<file path="src/common/slce_pkg.sv">
package slce_pkg;
  // Register offsets
  localparam logic [9:0] SLCE_STATUS_ADDR = 10'h208;
  localparam logic [9:0] SLCE_CHEN_ADDR = 10'h209;
  localparam logic [9:0] SLCE_IRQ_STAT_ADDR = 10'h20a;
  localparam logic [9:0] SLCE_IRQ_MASK_ADDR = 10'h20b;
  // Status bit positions
  localparam int SLCE_ST_LINK_UP = 6;
  localparam int SLCE_ST_SYNC = 5;
  localparam int SLCE_ST_REALIGN = 4;
  localparam int SLCE_ST_MULTIFRAME_FLAG_A = 3;
  localparam int SLCE_ST_SPLL = 2;
  localparam int SLCE_ST_CPLL = 0;
  // Channel enable bit positions
  localparam int SLCE_CH_SINGLE = 2;
  localparam int SLCE_CH_SECOND = 1;
  localparam int SLCE_CH_FIRST = 0;
  // Interrupt bit positions
  localparam int SLCE_IRQ_REALIGN = 0;
  localparam int SLCE_IRQ_MULTIFRAME_FLAG_A = 1;
  localparam int SLCE_IRQ_LOCKLOSS = 2;
  // Reset values
  localparam logic [7:0] SLCE_CHEN_RESET = 8'h03;
  localparam logic [7:0] SLCE_ZERO8 = 8'h00;

  // Derived link shape
  typedef struct packed {
    logic [3:0] chan_on;
    logic [3:0] lanes;
    logic [3:0] convs;
    logic tail_pad;
    logic swap_cd;
  } slce_shape_t;

  // Whole state of the bank
  typedef struct packed {
    logic [2:0] chen;
    logic realign;
    logic multiframe_flag_a;
    logic armed;
    logic link_en_d;
    logic spll_d;
    logic cpll_d;
    logic [2:0] irq_stat;
    logic [2:0] irq_mask;
    logic [7:0] rdata;
  } slce_state_t;
endpackage

</file>
<file path="src/hw/slce_regs.sv">
// Function
// - Link-up bit follows live link state
// - Sync bit reads zero while sync asserted
// - SYSREF phase shift sets sticky realign flag
// - First SYSREF after enable sets multiframe_flag_a flag
// - Writing one clears flag, zero keeps
// - Serializer PLL lock bit follows lock
// - Converter PLL lock bit follows lock
// - Single-channel mode disables channels B, C, D
// - Second-pair bit enables channels C, D
// - First-pair bit enables channels A, B
// - Channel enable register resets to 0x03
// - One pair off halves converters, lanes ceil-halved
// - Odd full lane count adds tail bits when the shape is halved
// - First pair off moves C, D to A, B
//
// Our own choice: the strobed register port.
`timescale 1ns/100ps
`default_nettype none
module slce_regs
  import slce_pkg::*;
#(
  parameter int FULL_LANES = 8,
  parameter int FULL_CONVS = 8
) (
  input wire logic core_clk_in,
  input wire logic reset_in,
  input wire logic clk_en_in,
  input wire logic [9:0] addr_in,
  input wire logic [7:0] wdata_in,
  input wire logic wr_in,
  input wire logic rd_in,
  output logic [7:0] rdata_out,
  input wire logic link_up_in,
  input wire logic sync_n_in,
  input wire logic sysref_shift_in,
  input wire logic sysref_event_in,
  input wire logic link_enable_in,
  input wire logic spll_lock_in,
  input wire logic cpll_lock_in,
  output logic [3:0] chan_on_out,
  output logic single_mode_out,
  output logic [3:0] lanes_out,
  output logic [3:0] convs_out,
  output logic tail_pad_out,
  output logic swap_cd_out,
  output logic irq_out
);

  // Lane count must fit the four-bit lane output
  if (FULL_LANES < 1 || FULL_LANES > 15) begin : g_bad_lanes
    $error("slce_regs: unsupported lane count");
  end

  // Converter count must fit the four-bit converter output
  if (FULL_CONVS < 2 || FULL_CONVS > 15) begin : g_bad_convs
    $error("slce_regs: unsupported converter count");
  end

  // Halving the converter count needs an even full count
  if ((FULL_CONVS % 2) != 0) begin : g_odd_convs
    $error("slce_regs: converter count must be even");
  end

  // Full and halved link shapes, fixed at elaboration
  localparam logic [3:0] L_FULL = 4'(FULL_LANES);
  localparam logic [3:0] L_HALF = 4'((FULL_LANES + 1) / 2);
  localparam logic [3:0] M_FULL = 4'(FULL_CONVS);
  localparam logic [3:0] M_HALF = 4'(FULL_CONVS / 2);
  localparam logic L_ODD = (FULL_LANES % 2) != 0;

  // Registered state and its next value
  slce_state_t st_ff;
  slce_state_t nxt_st;

  // Derived link shape
  slce_shape_t shape;

  // Live status word as software sees it
  logic [7:0] status_rd;

  // Read multiplexer result
  logic [7:0] rd_sel;

  // Interrupt events of this cycle
  logic [2:0] irq_ev;

  // Register selects
  logic sel_stat;
  logic sel_chen;
  logic sel_irq;
  logic sel_mask;

  // Write strobes per register
  logic wr_stat;
  logic wr_chen;
  logic wr_irq;
  logic wr_mask;

  // Single-cycle events
  logic link_en_rise;
  logic spll_lost;
  logic cpll_lost;
  logic align_hit;

  // Address decode, one compare per register
  always_comb begin
    sel_stat = 1'b0;
    sel_chen = 1'b0;
    sel_irq = 1'b0;
    sel_mask = 1'b0;
    if (addr_in == SLCE_STATUS_ADDR) begin
      sel_stat = 1'b1;
    end else if (addr_in == SLCE_CHEN_ADDR) begin
      sel_chen = 1'b1;
    end else if (addr_in == SLCE_IRQ_STAT_ADDR) begin
      sel_irq = 1'b1;
    end else if (addr_in == SLCE_IRQ_MASK_ADDR) begin
      sel_mask = 1'b1;
    end
  end

  // Write strobes; unmapped writes fall through
  assign wr_stat = wr_in && sel_stat;
  assign wr_chen = wr_in && sel_chen;
  assign wr_irq = wr_in && sel_irq;
  assign wr_mask = wr_in && sel_mask;

  // Live status view, flags from state
  always_comb begin
    status_rd = SLCE_ZERO8;
    status_rd[SLCE_ST_LINK_UP] = link_up_in;
    status_rd[SLCE_ST_SYNC] = sync_n_in;
    status_rd[SLCE_ST_REALIGN] = st_ff.realign;
    status_rd[SLCE_ST_MULTIFRAME_FLAG_A] = st_ff.multiframe_flag_a;
    status_rd[SLCE_ST_SPLL] = spll_lock_in;
    status_rd[SLCE_ST_CPLL] = cpll_lock_in;
  end

  // Edge and event detection
  always_comb begin
    link_en_rise = link_enable_in && !st_ff.link_en_d;
    spll_lost = st_ff.spll_d && !spll_lock_in;
    cpll_lost = st_ff.cpll_d && !cpll_lock_in;
    // Only the first event of an enable window aligns
    align_hit = sysref_event_in && st_ff.armed && link_enable_in;
  end

  // Interrupt events, one bit per cause
  always_comb begin
    irq_ev = 3'h0;
    irq_ev[SLCE_IRQ_REALIGN] = sysref_shift_in;
    irq_ev[SLCE_IRQ_MULTIFRAME_FLAG_A] = align_hit;
    irq_ev[SLCE_IRQ_LOCKLOSS] = spll_lost || cpll_lost;
  end

  // Read multiplexer; unmapped addresses read zero
  always_comb begin
    rd_sel = SLCE_ZERO8;
    if (sel_stat) begin
      rd_sel = status_rd;
    end else if (sel_chen) begin
      rd_sel = {5'h00, st_ff.chen};
    end else if (sel_irq) begin
      rd_sel = {5'h00, st_ff.irq_stat};
    end else if (sel_mask) begin
      rd_sel = {5'h00, st_ff.irq_mask};
    end else begin
      rd_sel = SLCE_ZERO8;
    end
  end

  // Next state
  always_comb begin
    nxt_st = st_ff;

    // Multiframe_flag_a arms again on each rise of link enable
    nxt_st.link_en_d = link_enable_in;
    if (link_en_rise) begin
      nxt_st.armed = 1'b1;
    end
    if (!link_enable_in) begin
      nxt_st.armed = 1'b0;
    end

    // Write-one clears, set wins
    if (wr_stat && wdata_in[SLCE_ST_REALIGN]) begin
      nxt_st.realign = 1'b0;
    end
    if (wr_stat && wdata_in[SLCE_ST_MULTIFRAME_FLAG_A]) begin
      nxt_st.multiframe_flag_a = 1'b0;
    end

    // Phase shift by the reference pulse
    if (sysref_shift_in) begin
      nxt_st.realign = 1'b1;
    end

    // First reference event after enabling
    if (align_hit) begin
      nxt_st.multiframe_flag_a = 1'b1;
      nxt_st.armed = 1'b0;
    end

    // Lock history for the loss events
    nxt_st.spll_d = spll_lock_in;
    nxt_st.cpll_d = cpll_lock_in;

    // Live status bits have no storage to write
    if (wr_stat) begin
      nxt_st.spll_d = spll_lock_in;
    end

    // Channel enable register
    if (wr_chen) begin
      nxt_st.chen = wdata_in[2:0];
    end

    // Interrupt mask register
    if (wr_mask) begin
      nxt_st.irq_mask = wdata_in[2:0];
    end

    // Interrupt status: write-one clears, set wins
    if (wr_irq) begin
      nxt_st.irq_stat = st_ff.irq_stat & ~wdata_in[2:0];
    end
    nxt_st.irq_stat = nxt_st.irq_stat | irq_ev;

    // Read data stands one cycle after the strobe
    nxt_st.rdata = SLCE_ZERO8;
    if (rd_in) begin
      nxt_st.rdata = rd_sel;
    end
  end

  // State register; clock enable freezes everything
  always_ff @(posedge core_clk_in) begin
    if (reset_in) begin
      st_ff <= '0;
      st_ff.chen <= SLCE_CHEN_RESET[2:0];
    end else if (clk_en_in) begin
      st_ff <= nxt_st;
    end
  end

  // Per-channel enables from the pair bits
  always_comb begin
    shape.chan_on = 4'h0;
    shape.chan_on[0] = st_ff.chen[SLCE_CH_FIRST];
    shape.chan_on[1] = st_ff.chen[SLCE_CH_FIRST] &&
                       !st_ff.chen[SLCE_CH_SINGLE];
    shape.chan_on[2] = st_ff.chen[SLCE_CH_SECOND] &&
                       !st_ff.chen[SLCE_CH_SINGLE];
    shape.chan_on[3] = shape.chan_on[2];

    // Full shape unless a pair is off
    shape.lanes = L_FULL;
    shape.convs = M_FULL;
    shape.tail_pad = 1'b0;
    if (!st_ff.chen[SLCE_CH_FIRST] || !st_ff.chen[SLCE_CH_SECOND]) begin
      shape.lanes = L_HALF;
      shape.convs = M_HALF;
      shape.tail_pad = L_ODD;
    end

    // Second pair moves into the first pair's slots
    shape.swap_cd = !st_ff.chen[SLCE_CH_FIRST];
  end

  // Channel outputs
  assign chan_on_out = shape.chan_on;
  assign single_mode_out = st_ff.chen[SLCE_CH_SINGLE];

  // Link shape outputs
  assign lanes_out = shape.lanes;
  assign convs_out = shape.convs;
  assign tail_pad_out = shape.tail_pad;
  assign swap_cd_out = shape.swap_cd;

  // Register read data
  assign rdata_out = st_ff.rdata;

  // Level interrupt from unmasked sticky causes
  assign irq_out = |(st_ff.irq_stat & st_ff.irq_mask);

  // Notes for integrators:
  // Status read takes the live inputs of the strobe cycle.
  // Sticky flags and the channel register hold while the
  // clock enable is low, and so does pending read data.
  // A reference event in the same cycle as the enable rise
  // does not align; the window opens one cycle later.
  // A write to the channel register takes effect at once;
  // the link must be stopped by software beforehand.
  // Clearing both pairs is not guarded; channel outputs
  // then all read low and the shape stays halved.
  // Single mode with the first pair off leaves every
  // channel output low; software must avoid it.
  // Interrupt status clears and new events in one cycle
  // keep the event, so no cause is lost.
  // Lock loss is taken from a falling lock level; a PLL
  // that stays unlocked raises it once only.
  // Bits above the used ones read zero everywhere.
  // The shape outputs are combinational from the channel
  // register and change in the cycle after a write.
  // Read data returns to zero the cycle after it stands,
  // so a bus sampling late sees zero, not stale data.
  // Mask and status share one bit layout.
  // The elaboration checks above refuse shapes that the
  // four-bit counts cannot carry.
endmodule
`default_nettype wire
</file>
<file path="config.mk">
export PLATFORM = sky130hd
export DESIGN_NAME = slce_regs
export DESIGN_NICKNAME = d
export VERILOG_FILES = /design/src/common/slce_pkg.sv /design/src/hw/slce_regs.sv
export SDC_FILE = /design/constraint.sdc
export NUM_CORES = 1
export LEC_CHECK = 0
export BUFFER_PORTS_ARGS = -buffer_cell sky130_fd_sc_hd__buf_4
export CORE_MARGIN = 3
export CORE_UTILIZATION = 53
export CTS_BUF_LIST = sky130_fd_sc_hd__clkbuf_2 sky130_fd_sc_hd__clkbuf_4 sky130_fd_sc_hd__clkbuf_8
export CTS_CLUSTER_SIZE = 30
export DETAILED_ROUTE_END_ITERATION = 6
export MAX_ROUTING_LAYER = met4
export PLACE_DENSITY_LB_ADDON = 0.15
export SYNTH_ARGS = -nofsm -noshare
export SYNTH_HDL_FRONTEND = slang
export SYNTH_SLANG_ARGS = --single-unit
</file>
<file path="constraint.sdc">
create_clock -name core_clk_in -period 2.6 [get_ports core_clk_in]
set_clock_uncertainty 0.1 [all_clocks]
set_input_delay 0.39 -clock core_clk_in [delete_from_list [all_inputs] [get_ports core_clk_in]]
set_output_delay 0.39 -clock core_clk_in [all_outputs]
set_load 0.03 [all_outputs]
</file>
==> results.toml, run 1 <==
[hold_path]
min_to = "st_ff[19]$_SDFFE_PP0P_"
hp-start = "wdata_in[4]"
worstHoldPathCells = 2
hold_class = "input port to register"

[sta]
max_slew_margin = 0.5745
fin_crit_sh = 0.6705
tightest_slew_ns = 0.6297
max_freq_mhz = 573.7
hold_violations = 0
finalSetupViolations = 0
rsz0062_at_grt = "false"
finalCriticalPeriod_ns = 1.743
drv_slew = 0
worst_slack_ns = 0.8568
fin_tns_setup_ns = 0

[synth]
synth_top_area_share = 0.3482
synth-seq-cells = 22
async_reset_ff_frac = 0
ys_warn_count = 0
syn-instance-count = 139
synth_area_leader_cell = "dfxtp_1"
synth_top_flop_cell = "dfxtp_1"
synth_area_leaders = "dfxtp_1, buf_4, mux2i_1"
avgSynthCellArea_um2 = 9.100
synth-edff-count = 0
ys_seq_area_frac = 0.3482
synthesis.area_um2 = 1265
ys_types = 40

[power_and_ir_drop]
power_density_nw_per_um2 = 463.3
ir_worst_vdd_mv = 0.3199
leakage_nw = 0.6406

[route]
post_drt_wl_per_cell_um = 14.37
drc = 0
drt_iter0_drc = 17
drt-pass1-iter-count = 6
detail-route-antenna-nets = 0
vias_per_cell = 5.810
vias = 1133
wl_um = 2803

[floorplan]
io_pins = 54
num_rows = 17
core-area_um2 = 2233
chipWidth_um = 54.86
fp.dieH_um = 54.86
die_area_um2 = 3009
start_util = 0.5664

[placement]
gp_congestion = 0.8114
post-place-ws_ns = 0.5909
dp_hpwl_um = 2146
numPortBuffers = 44

[final_layout]
areaGrowthSynthToFinish_pct = 21.36
nNetsFinal = 198
drive_above_1_share = 0.3413
layout_commonest_cell = "buf_4"
final_cell_mix = "buf_4, dfxtp_1, nor2_1"
nFillCells = 189
antennaDiodeCount = 0

[global_routing]
grt_pass1_vias = 975
grt-ovfl-total = 0
grt_start_max_net_pins = 25
grt_pass1_wl_um = 4188
antenna_found_initial = 0
grt.total_usage = 0.1963

[clock_tree]
path_clk_slew_ns = 0.12
post_cts_buffers = 0
htreeDepth = 1
cts_tree = "yes"
clock_path_buffers = 2
holdBufCountCts = 0
postCtsResizedCells = 0
cts.sinks = 22
cts_root_buf = "clkbuf_4"
cts_buffers = 3
worstSkewPairLatency_ns = 0.31

[worst_setup_path]
arrival_ns = 1.25
critical_path_required_ns = 2.11
rr_worst_depth = 3
endpoint_kind = "output pin"
worstPathMaxFanout = 3
reg2reg_from = "single_mode_out$_SDFFE_PP0P_"
cp-start-kind = "register"
r2r_end = "rdata_out[2]$_SDFFE_PP0P_"
rrSetupSlack_ns = 1.43
path_class = "register to output pin"

[run]
cap_violations = 0

[status]
outcome = "finished, final reports clean"
## critical path, cell delays in order (launching register included)
cell and delay, ns:
dfxtp_1 0.35, a222oi_1 0.35, inv_1 0.07, buf_4 0.17
## sequential cells by signal, summed over array words and instances, names as in the netlist
name,count
rdata_out,7
st_ff,13
single_mode_out,1
chan_on_out,1
## cells in the mapped netlist, drive strengths merged (3+ instances only)
master  instances
inv             8
a21oi           7
clkbuf          5
nand2b          3
mux2i           6
nand2           5
nand4           5
nor2           11
a22o            4
o31ai           3
buf            20
nor3            3
nor4            3
nor2b           6
a41oi           3
dfxtp          22
## power by group
group          internal [mW]  total (mW)  switching (mW)
sequential             0.344       0.349         0.00452
combinational         0.0462       0.102          0.0557
clock                  0.156       0.261           0.105
## per-layer routing
metal / wire length, µm / GRT usage
met3: 230 / 0.03270
met2: 1424 / 0.3287
met5: 0 / -
met4: 31 / 0.06224
met1: 1116 / 0.2379
## worst max path at each step
stage	from	endpoint	slack, ns	depth (start not counted)
global placement	addr_in[8]	rdata_out[0]$_SDFFE_PP0P_	0.63	4
global route	st_ff[11]$_SDFFE_PP0P_	irq_out	0.78	3
finish	st_ff[11]$_SDFFE_PP0P_	irq_out	0.86	3
detailed placement	addr_in[8]	rdata_out[0]$_SDFFE_PP0P_	0.59	4
CTS	st_ff[11]$_SDFFE_PP0P_	irq_out	0.85	3
floorplan	addr_in[5]	rdata_out[0]$_SDFFE_PP0P_	0.77	4
## layout make-up
| cell class | count | area, µm² | share of cell area |
|---|---|---|---|
| multi-input cells | 89 | 646.9 | 0.4214 |
| clock buffers | 3 | 22.52 | 0.01467 |
| inverters | 8 | 30.03 | 0.01956 |
| clock inverters | 1 | 30.03 | 0.01956 |
| flip-flops and latches | 22 | 440.4 | 0.2869 |
| repair buffers | 44 | 330.3 | 0.2152 |
| well taps | 28 | 35.03 | 0.02282 |
## stage by stage
stage | area (µm²) | hold slack, ns | util | cells | power (mW)
final | 1535 | 0.1685 | 0.6874 | 195 | 0.7113
after global routing | 1535 | 0.1632 | 0.6874 | 195 | 0.7387
after CTS | 1535 | 0.1602 | 0.6874 | 195 | 0.7145
after detailed placement | 1483 | 0.3632 | 0.6639 | 191 | 0.4576
after global placement | 1483 | 0.3512 | 0.6639 | 191 | 0.4544
after floorplan | 1284 | 0.3430 | - | 144 | 0.4196
## cell families (layout without fill, tap and decap cells)
kind of cell,Yosys count,in the layout,synth area share
other,1,6,0.002965
flip-flops,22,22,0.3482
multiplexers,9,9,0.09199
AO/OA/AOI/OAI,27,27,0.1632
AND/OR/NAND/NOR,47,47,0.2384
buffers and inverters,33,56,0.1553
(Power assumes the default switching activity.)
==> run 2: changes to the inputs <==
--- a/config.mk
+++ b/config.mk
@@ -7,7 +7,7 @@
 export LEC_CHECK = 0
 export BUFFER_PORTS_ARGS = -buffer_cell sky130_fd_sc_hd__buf_4
 export CORE_MARGIN = 3
-export CORE_UTILIZATION = 53
+export CORE_UTILIZATION = 44
 export CTS_BUF_LIST = sky130_fd_sc_hd__clkbuf_2 sky130_fd_sc_hd__clkbuf_4 sky130_fd_sc_hd__clkbuf_8
 export CTS_CLUSTER_SIZE = 30
 export DETAILED_ROUTE_END_ITERATION = 6
==> constraint.sdc (replaced) <==
create_clock -name core_clk_in -period 1.5 [get_ports core_clk_in]
set_clock_uncertainty 0.1 [all_clocks]
set_input_delay 0.225 -clock core_clk_in [delete_from_list [all_inputs] [get_ports core_clk_in]]
set_output_delay 0.225 -clock core_clk_in [all_outputs]
set_load 0.03 [all_outputs]
==> run 2 against run 1 <==
- the flow now finishes with violations (setup timing)
- combinational power increased by 85%
- total power increased by 58%
- worst hold slack got worse by 0.15 ns
- count of clock-buffer cells in the layout increased by 1
- non-clock buffer count increased by 11
- die area increased by 18%
- final cell count increased by 6.7%
- cell area increased by 5.9%
- sequential share of layout area decreased by 1.4 points
- global-route usage decreased by 1.1 points
- first-iteration DRC count increased by 140%
- sequential power increased by 73%
- largest power group unchanged
==> results.toml, run 2 (synthesis gave the netlist of run 1 again) <==
[worst_setup_path]
endpoint_kind = "output pin"
arrival_ns = 1.22
crit_slowest_cell = "dfxtp_2"
reg2reg_from = "st_ff[8]$_SDFFE_PP0P_"
path_class = "register to output pin"
critPathLaunch = "st_ff[11]$_SDFFE_PP0P_"
critical_path_required_ns = 1.17
worstPathCellList = "a222oi_1 > inv_1 > buf_6"
crit_family = "flip-flops"
cp-start-kind = "register"
worstPathMaxFanout = 3
max_stage_delay_ns = 0.35
path_buf_inv = 2

[placement]
numPortBuffers = 44
gp_congestion = 0.8314
dp_cells = 201
dpl_cell_area_um2 = 1555
dp_hpwl_um = 2298

[sta]
max_freq_mhz = 648.9
finalCriticalPeriod_ns = 1.541
rsz0062_at_grt = "true"
hold_violations = 0
finalSetupViolations = 1
drv_slew = 0
fin_crit_sh = 1.027
worst_slack_ns = -0.04112

[status]
violations = "setup timing"
outcome = "complete, but fails checks"

[floorplan]
num_rows = 18
fp.dieH_um = 59.62
die_area_um2 = 3555
core-area_um2 = 2613
chipWidth_um = 59.62
start_util = 0.4842
io_pins = 54

[route]
drc = 0
wl_um = 3011
vias = 1144
vias_per_cell = 5.500
drt-pass1-iter-count = 4
drt_iter0_drc = 41
post_drt_wl_per_cell_um = 14.48
detail-route-antenna-nets = 0

[final_layout]
drive_above_1_share = 0.3989
layout_commonest_cell = "buf_4"
largest_reg_flops = 13
regMostFlops = "st_ff"
nNetsFinal = 209
fin_cells = 208
design_area_um2 = 1627
areaGrowthSynthToFinish_pct = 28.59
antennaDiodeCount = 0
final_cell_mix = "buf_4, dfxtp_1, nor2_1"

[global_routing]
antenna_found_initial = 0
grt.total_usage = 0.1853
grt_pass1_vias = 1097
grt_start_max_net_pins = 22
grt-ovfl-total = 0
grt_pass1_wl_um = 4802

[clock_tree]
cts_root_buf = "clkbuf_4"
cts_tree = "yes"
cts.sinks = 22
path_clk_slew_ns = 0.13
cts_buffers = 3
htreeDepth = 1
clock_path_buffers = 2
worstSkewPairLatency_ns = 0.32

[power_and_ir_drop]
ir_worst_vdd_mv = 0.5869
internal_power_mw = 0.8357
comb_power_share = 0.168
power_density_nw_per_um2 = 691.9
clockPowerShare = 0.295
leakage_nw = 0.6904
power_frac_seq = 0.537
p_sw_mw = 0.2898
p_sw_frac = 0.2575

[run]
cap_violations = 0

[hold_path]
hp-start = "wdata_in[1]"
hold_class = "input port to register"
-- run 2: cell count changes in the layout (fill, tap and decap cells not counted), moves of 2 or more --
| cell | before | now |
|---|---|---|
| dfxtp_1 | 22 | 19 |
| dlygate4sd3_1 | 0 | 2 |
| buf_4 | 44 | 52 |
| dfxtp_2 | 0 | 3 |
-- run 2: per-layer routing --
metal,GRT usage,wire length (µm),vias to the layer above,part of all wire
li1,-,-,562,-
met1,0.2095,1180,524,0.39
met2,0.3151,1516,49,0.50
met3,0.05229,257,9,0.085
met4,0.05696,57,0,0.019
met5,-,0,-,0
-- run 2: cell type report --
| class | count | area (µm²) |
|---|---|---|
| inverters | 8 | 30.03 |
| repair buffers | 55 | 421.7 |
| multi-input cells | 89 | 656.9 |
| fillers | 252 | 985.9 |
| flip-flops and latches | 22 | 444.2 |
| clock buffers | 4 | 36.28 |
| well taps | 30 | 37.54 |
-- run 2: path summary, 6_finish.rpt --
path         slack (ns)  cells past startpoint                         to
max               -0.04                      3                    irq_out
min                0.02                      2     st_ff[12]$_SDFFE_PP0P_
max reg2reg        0.19                      4  rdata_out[0]$_SDFFE_PP0P_
min reg2reg        0.38                      1  rdata_out[4]$_SDFFE_PP0P_
-- run 2: stage by stage --
step	setup slack [ns]	TNS (ns)	total power [mW]	hold slack (ns)	util
global route	-0.1318	-0.1318	1.182	0.01215	0.6226
CTS	-0.05810	-0.05810	1.136	0.002444	0.6178
finish	-0.04112	-0.04112	1.125	0.01755	0.6226
detailed placement	-0.2552	-2.740	0.8013	0.3383	0.5953
global placement	-0.2129	-2.526	0.7975	0.3356	0.5953
floorplan	-0.1464	-0.5260	0.7284	0.2337	-
-- run 2: what timing repair did --
item | CTS | global route
hold buffers | 1 | 1
resized for setup | 2 | 2
endpoints found under the setup margin | 1 | 4
setup buffers | 1 | 0
pin swaps | 1 | 1
hold endpoints to repair | 1 | 1
-- run 2: power groups by stage --
stage / registers [mW] / clock network (mW) / logic [mW]
2_1_floorplan: 0.615 / 0 / 0.113
3_3_place_gp: 0.617 / 0 / 0.181
3_5_place_dp: 0.617 / 0 / 0.184
4_1_cts: 0.604 / 0.344 / 0.187
5_1_grt: 0.607 / 0.369 / 0.206
6_report: 0.604 / 0.332 / 0.189
-- run 2: worst register-to-register path: cells and delay by family, from the launching register on --
kind | cells | cell delay, ns
muxes | 1 | 0.46
AOI/OAI and AO/OA | 1 | 0.07
DFF | 1 | 0.35
buffers and inverters | 2 | 0.22
==> run 3: changes to the inputs <==
--- a/config.mk
+++ b/config.mk
@@ -5,7 +5,7 @@
 export SDC_FILE = /design/constraint.sdc
 export NUM_CORES = 1
 export LEC_CHECK = 0
-export BUFFER_PORTS_ARGS = -buffer_cell sky130_fd_sc_hd__buf_4
+export BUFFER_PORTS_ARGS = -buffer_cell sky130_fd_sc_hd__buf_2
 export CORE_MARGIN = 3
 export CORE_UTILIZATION = 44
 export CTS_BUF_LIST = sky130_fd_sc_hd__clkbuf_2 sky130_fd_sc_hd__clkbuf_4 sky130_fd_sc_hd__clkbuf_8
==> run 3 against run 2 <==
- the run still ends with setup timing left
- cell area is 4.5% lower
- flip-flop and latch count stayed put
- sequential power hardly changed
- first-iteration DRC count is 17% higher
- count of clock-buffer cells in the layout stayed put
- maximum frequency is 2.4% lower
- worst hold slack worse by 0.0019 ns
- critical endpoint unchanged
- largest cell class unchanged
- highest routed layer unchanged
==> results.toml, run 3 (synthesis gave the netlist of run 1 again) <==
[hold_path]
hold_class = "input port to register"
worstHoldPathCells = 2
min_to = "rdata_out[6]$_SDFFE_PP0P_"
hp-start = "link_up_in"

[worst_setup_path]
worstPathMaxFanout = 3
rrSetupSlack_ns = 0.23
worstPathCellList = "a222oi_1 > inv_1 > buf_6"
critical_path_required_ns = 1.17
arrival_ns = 1.25
crit_family = "compound AO/OA/AOI/OAI gates"
endpoint_kind = "output pin"
r2r_end = "rdata_out[0]$_SDFFE_PP0P_"
path_buf_inv = 2
rr_worst_depth = 4
path_class = "register to output pin"
crit_slowest_cell = "a222oi_1"
cp-start-kind = "register"
reg2reg_from = "st_ff[8]$_SDFFE_PP0P_"
max_stage_delay_ns = 0.36

[clock_tree]
cts_root_buf = "clkbuf_4"
path_clk_slew_ns = 0.12
cts_buffers = 3
worstSkewPairLatency_ns = 0.32
cts.sinks = 22
cts_tree = "yes"
clock_path_buffers = 2
htreeDepth = 1

[placement]
gp_congestion = 0.8207
post-place-ws_ns = -0.2329
dpl_cell_area_um2 = 1468
dp_hpwl_um = 2388
numPortBuffers = 44
dp_cells = 204

[sta]
finalSetupViolations = 1
rsz0062_at_grt = "true"
worst_slack_ns = -0.07868
fin_crit_sh = 1.052
timing.hold.ws_ns = 0.01561
drv_slew = 0
finalCriticalPeriod_ns = 1.579
max_freq_mhz = 633.4
hold_violations = 0

[route]
vias_per_cell = 5.509
detail-route-antenna-nets = 0
drt_iter0_drc = 48
wl_um = 3052
vias = 1168
drt-pass1-iter-count = 4
post_drt_wl_per_cell_um = 14.40
drc = 0

[floorplan]
start_util = 0.4842
fp.dieH_um = 59.62
io_pins = 54
core-area_um2 = 2613
chipWidth_um = 59.62
die_area_um2 = 3555
num_rows = 18

[final_layout]
design_area_um2 = 1553
fin_cells = 212
antennaDiodeCount = 0
layout_commonest_cell = "buf_2"
regMostFlops = "st_ff"
drive_above_1_share = 0.4121
largest_reg_flops = 13
areaGrowthSynthToFinish_pct = 22.75
nNetsFinal = 213
final_cell_mix = "buf_2, dfxtp_1, buf_4"

[power_and_ir_drop]
total_power_mw = 1.125
ir_worst_vdd_mv = 0.4504
leakage_nw = 0.6762
power_density_nw_per_um2 = 724.5

[status]
outcome = "complete, but fails checks"
violations = "setup timing"

[global_routing]
grt_start_max_net_pins = 16
grt_pass1_wl_um = 4892
grt_pass1_vias = 1120
antenna_found_initial = 0
grt-ovfl-total = 0
grt.total_usage = 0.1884

[run]
cap_violations = 0
## run 3: changes by cell type in the layout (fill, tap and decap cells not counted)
cell and delta:
buf_2 +43, dlygate4sd3_1 +1, buf_4 -40, dfxtp_1 -1, dfxtp_2 +1
## run 3: layout make-up
class | instances | area, µm²
fill | 258 | 1060
multi-input combinational | 89 | 656.9
inverter | 8 | 30.03
clock buffer | 4 | 36.28
timing repair buffer | 59 | 346.6
sequential | 22 | 445.4
tap | 30 | 37.54
## run 3: worst max path at each step
stage | from | end | slack [ns] | depth (start not counted)
2_1_floorplan | addr_in[5] | rdata_out[0]$_SDFFE_PP0P_ | -0.15 | 4
3_3_place_gp | addr_in[5] | rdata_out[2]$_SDFFE_PP0P_ | -0.21 | 4
3_5_place_dp | addr_in[5] | rdata_out[2]$_SDFFE_PP0P_ | -0.23 | 4
4_1_cts | st_ff[8]$_SDFFE_PP0P_ | irq_out | -0.11 | 3
5_1_grt | st_ff[11]$_SDFFE_PP0P_ | irq_out | -0.16 | 3
6_report | st_ff[11]$_SDFFE_PP0P_ | irq_out | -0.08 | 3
## run 3: repair_timing
action,4_1_cts,5_1_grt
setup endpoints to repair,1,4
gates resized for setup,3,3
pin swaps,1,1
hold endpoints to repair,2,1
hold buffers,2,1
setup buffers,1,0
## run 3: layer usage
metal / vias to the layer above / routed length [µm] / track usage / share of wire
met2: 44 / 1518 / 0.3151 / 0.50
met1: 548 / 1295 / 0.2227 / 0.42
met4: 0 / 50 / 0.07595 / 0.016
li1: 571 / - / - / -
met5: - / 0 / - / 0
met3: 5 / 188 / 0.03268 / 0.062
## run 3: worst register-to-register path, stage by stage, from the launching register on
cell     delay [ns]
dfxtp_2        0.35
buf_4          0.13
mux4_2         0.45
inv_1          0.08
o32ai_2        0.07
## run 3: metrics by stage
step	TNS, ns	utilization
3_3_place_gp	-2.480	0.5618
2_1_floorplan	-0.5260	-
5_1_grt	-0.1595	0.5943
4_1_cts	-0.1052	0.5891
3_5_place_dp	-2.706	0.5618
6_report	-0.07868	0.5943
## run 3: power by group
group	total [mW]	leakage [nW]	internal, mW	switching [mW]
sequential	0.605	0.178	0.597	0.00767
clock	0.342	0.0210	0.149	0.193
combinational	0.178	0.477	0.0777	0.101
total	1.12	0.676	0.823	0.302
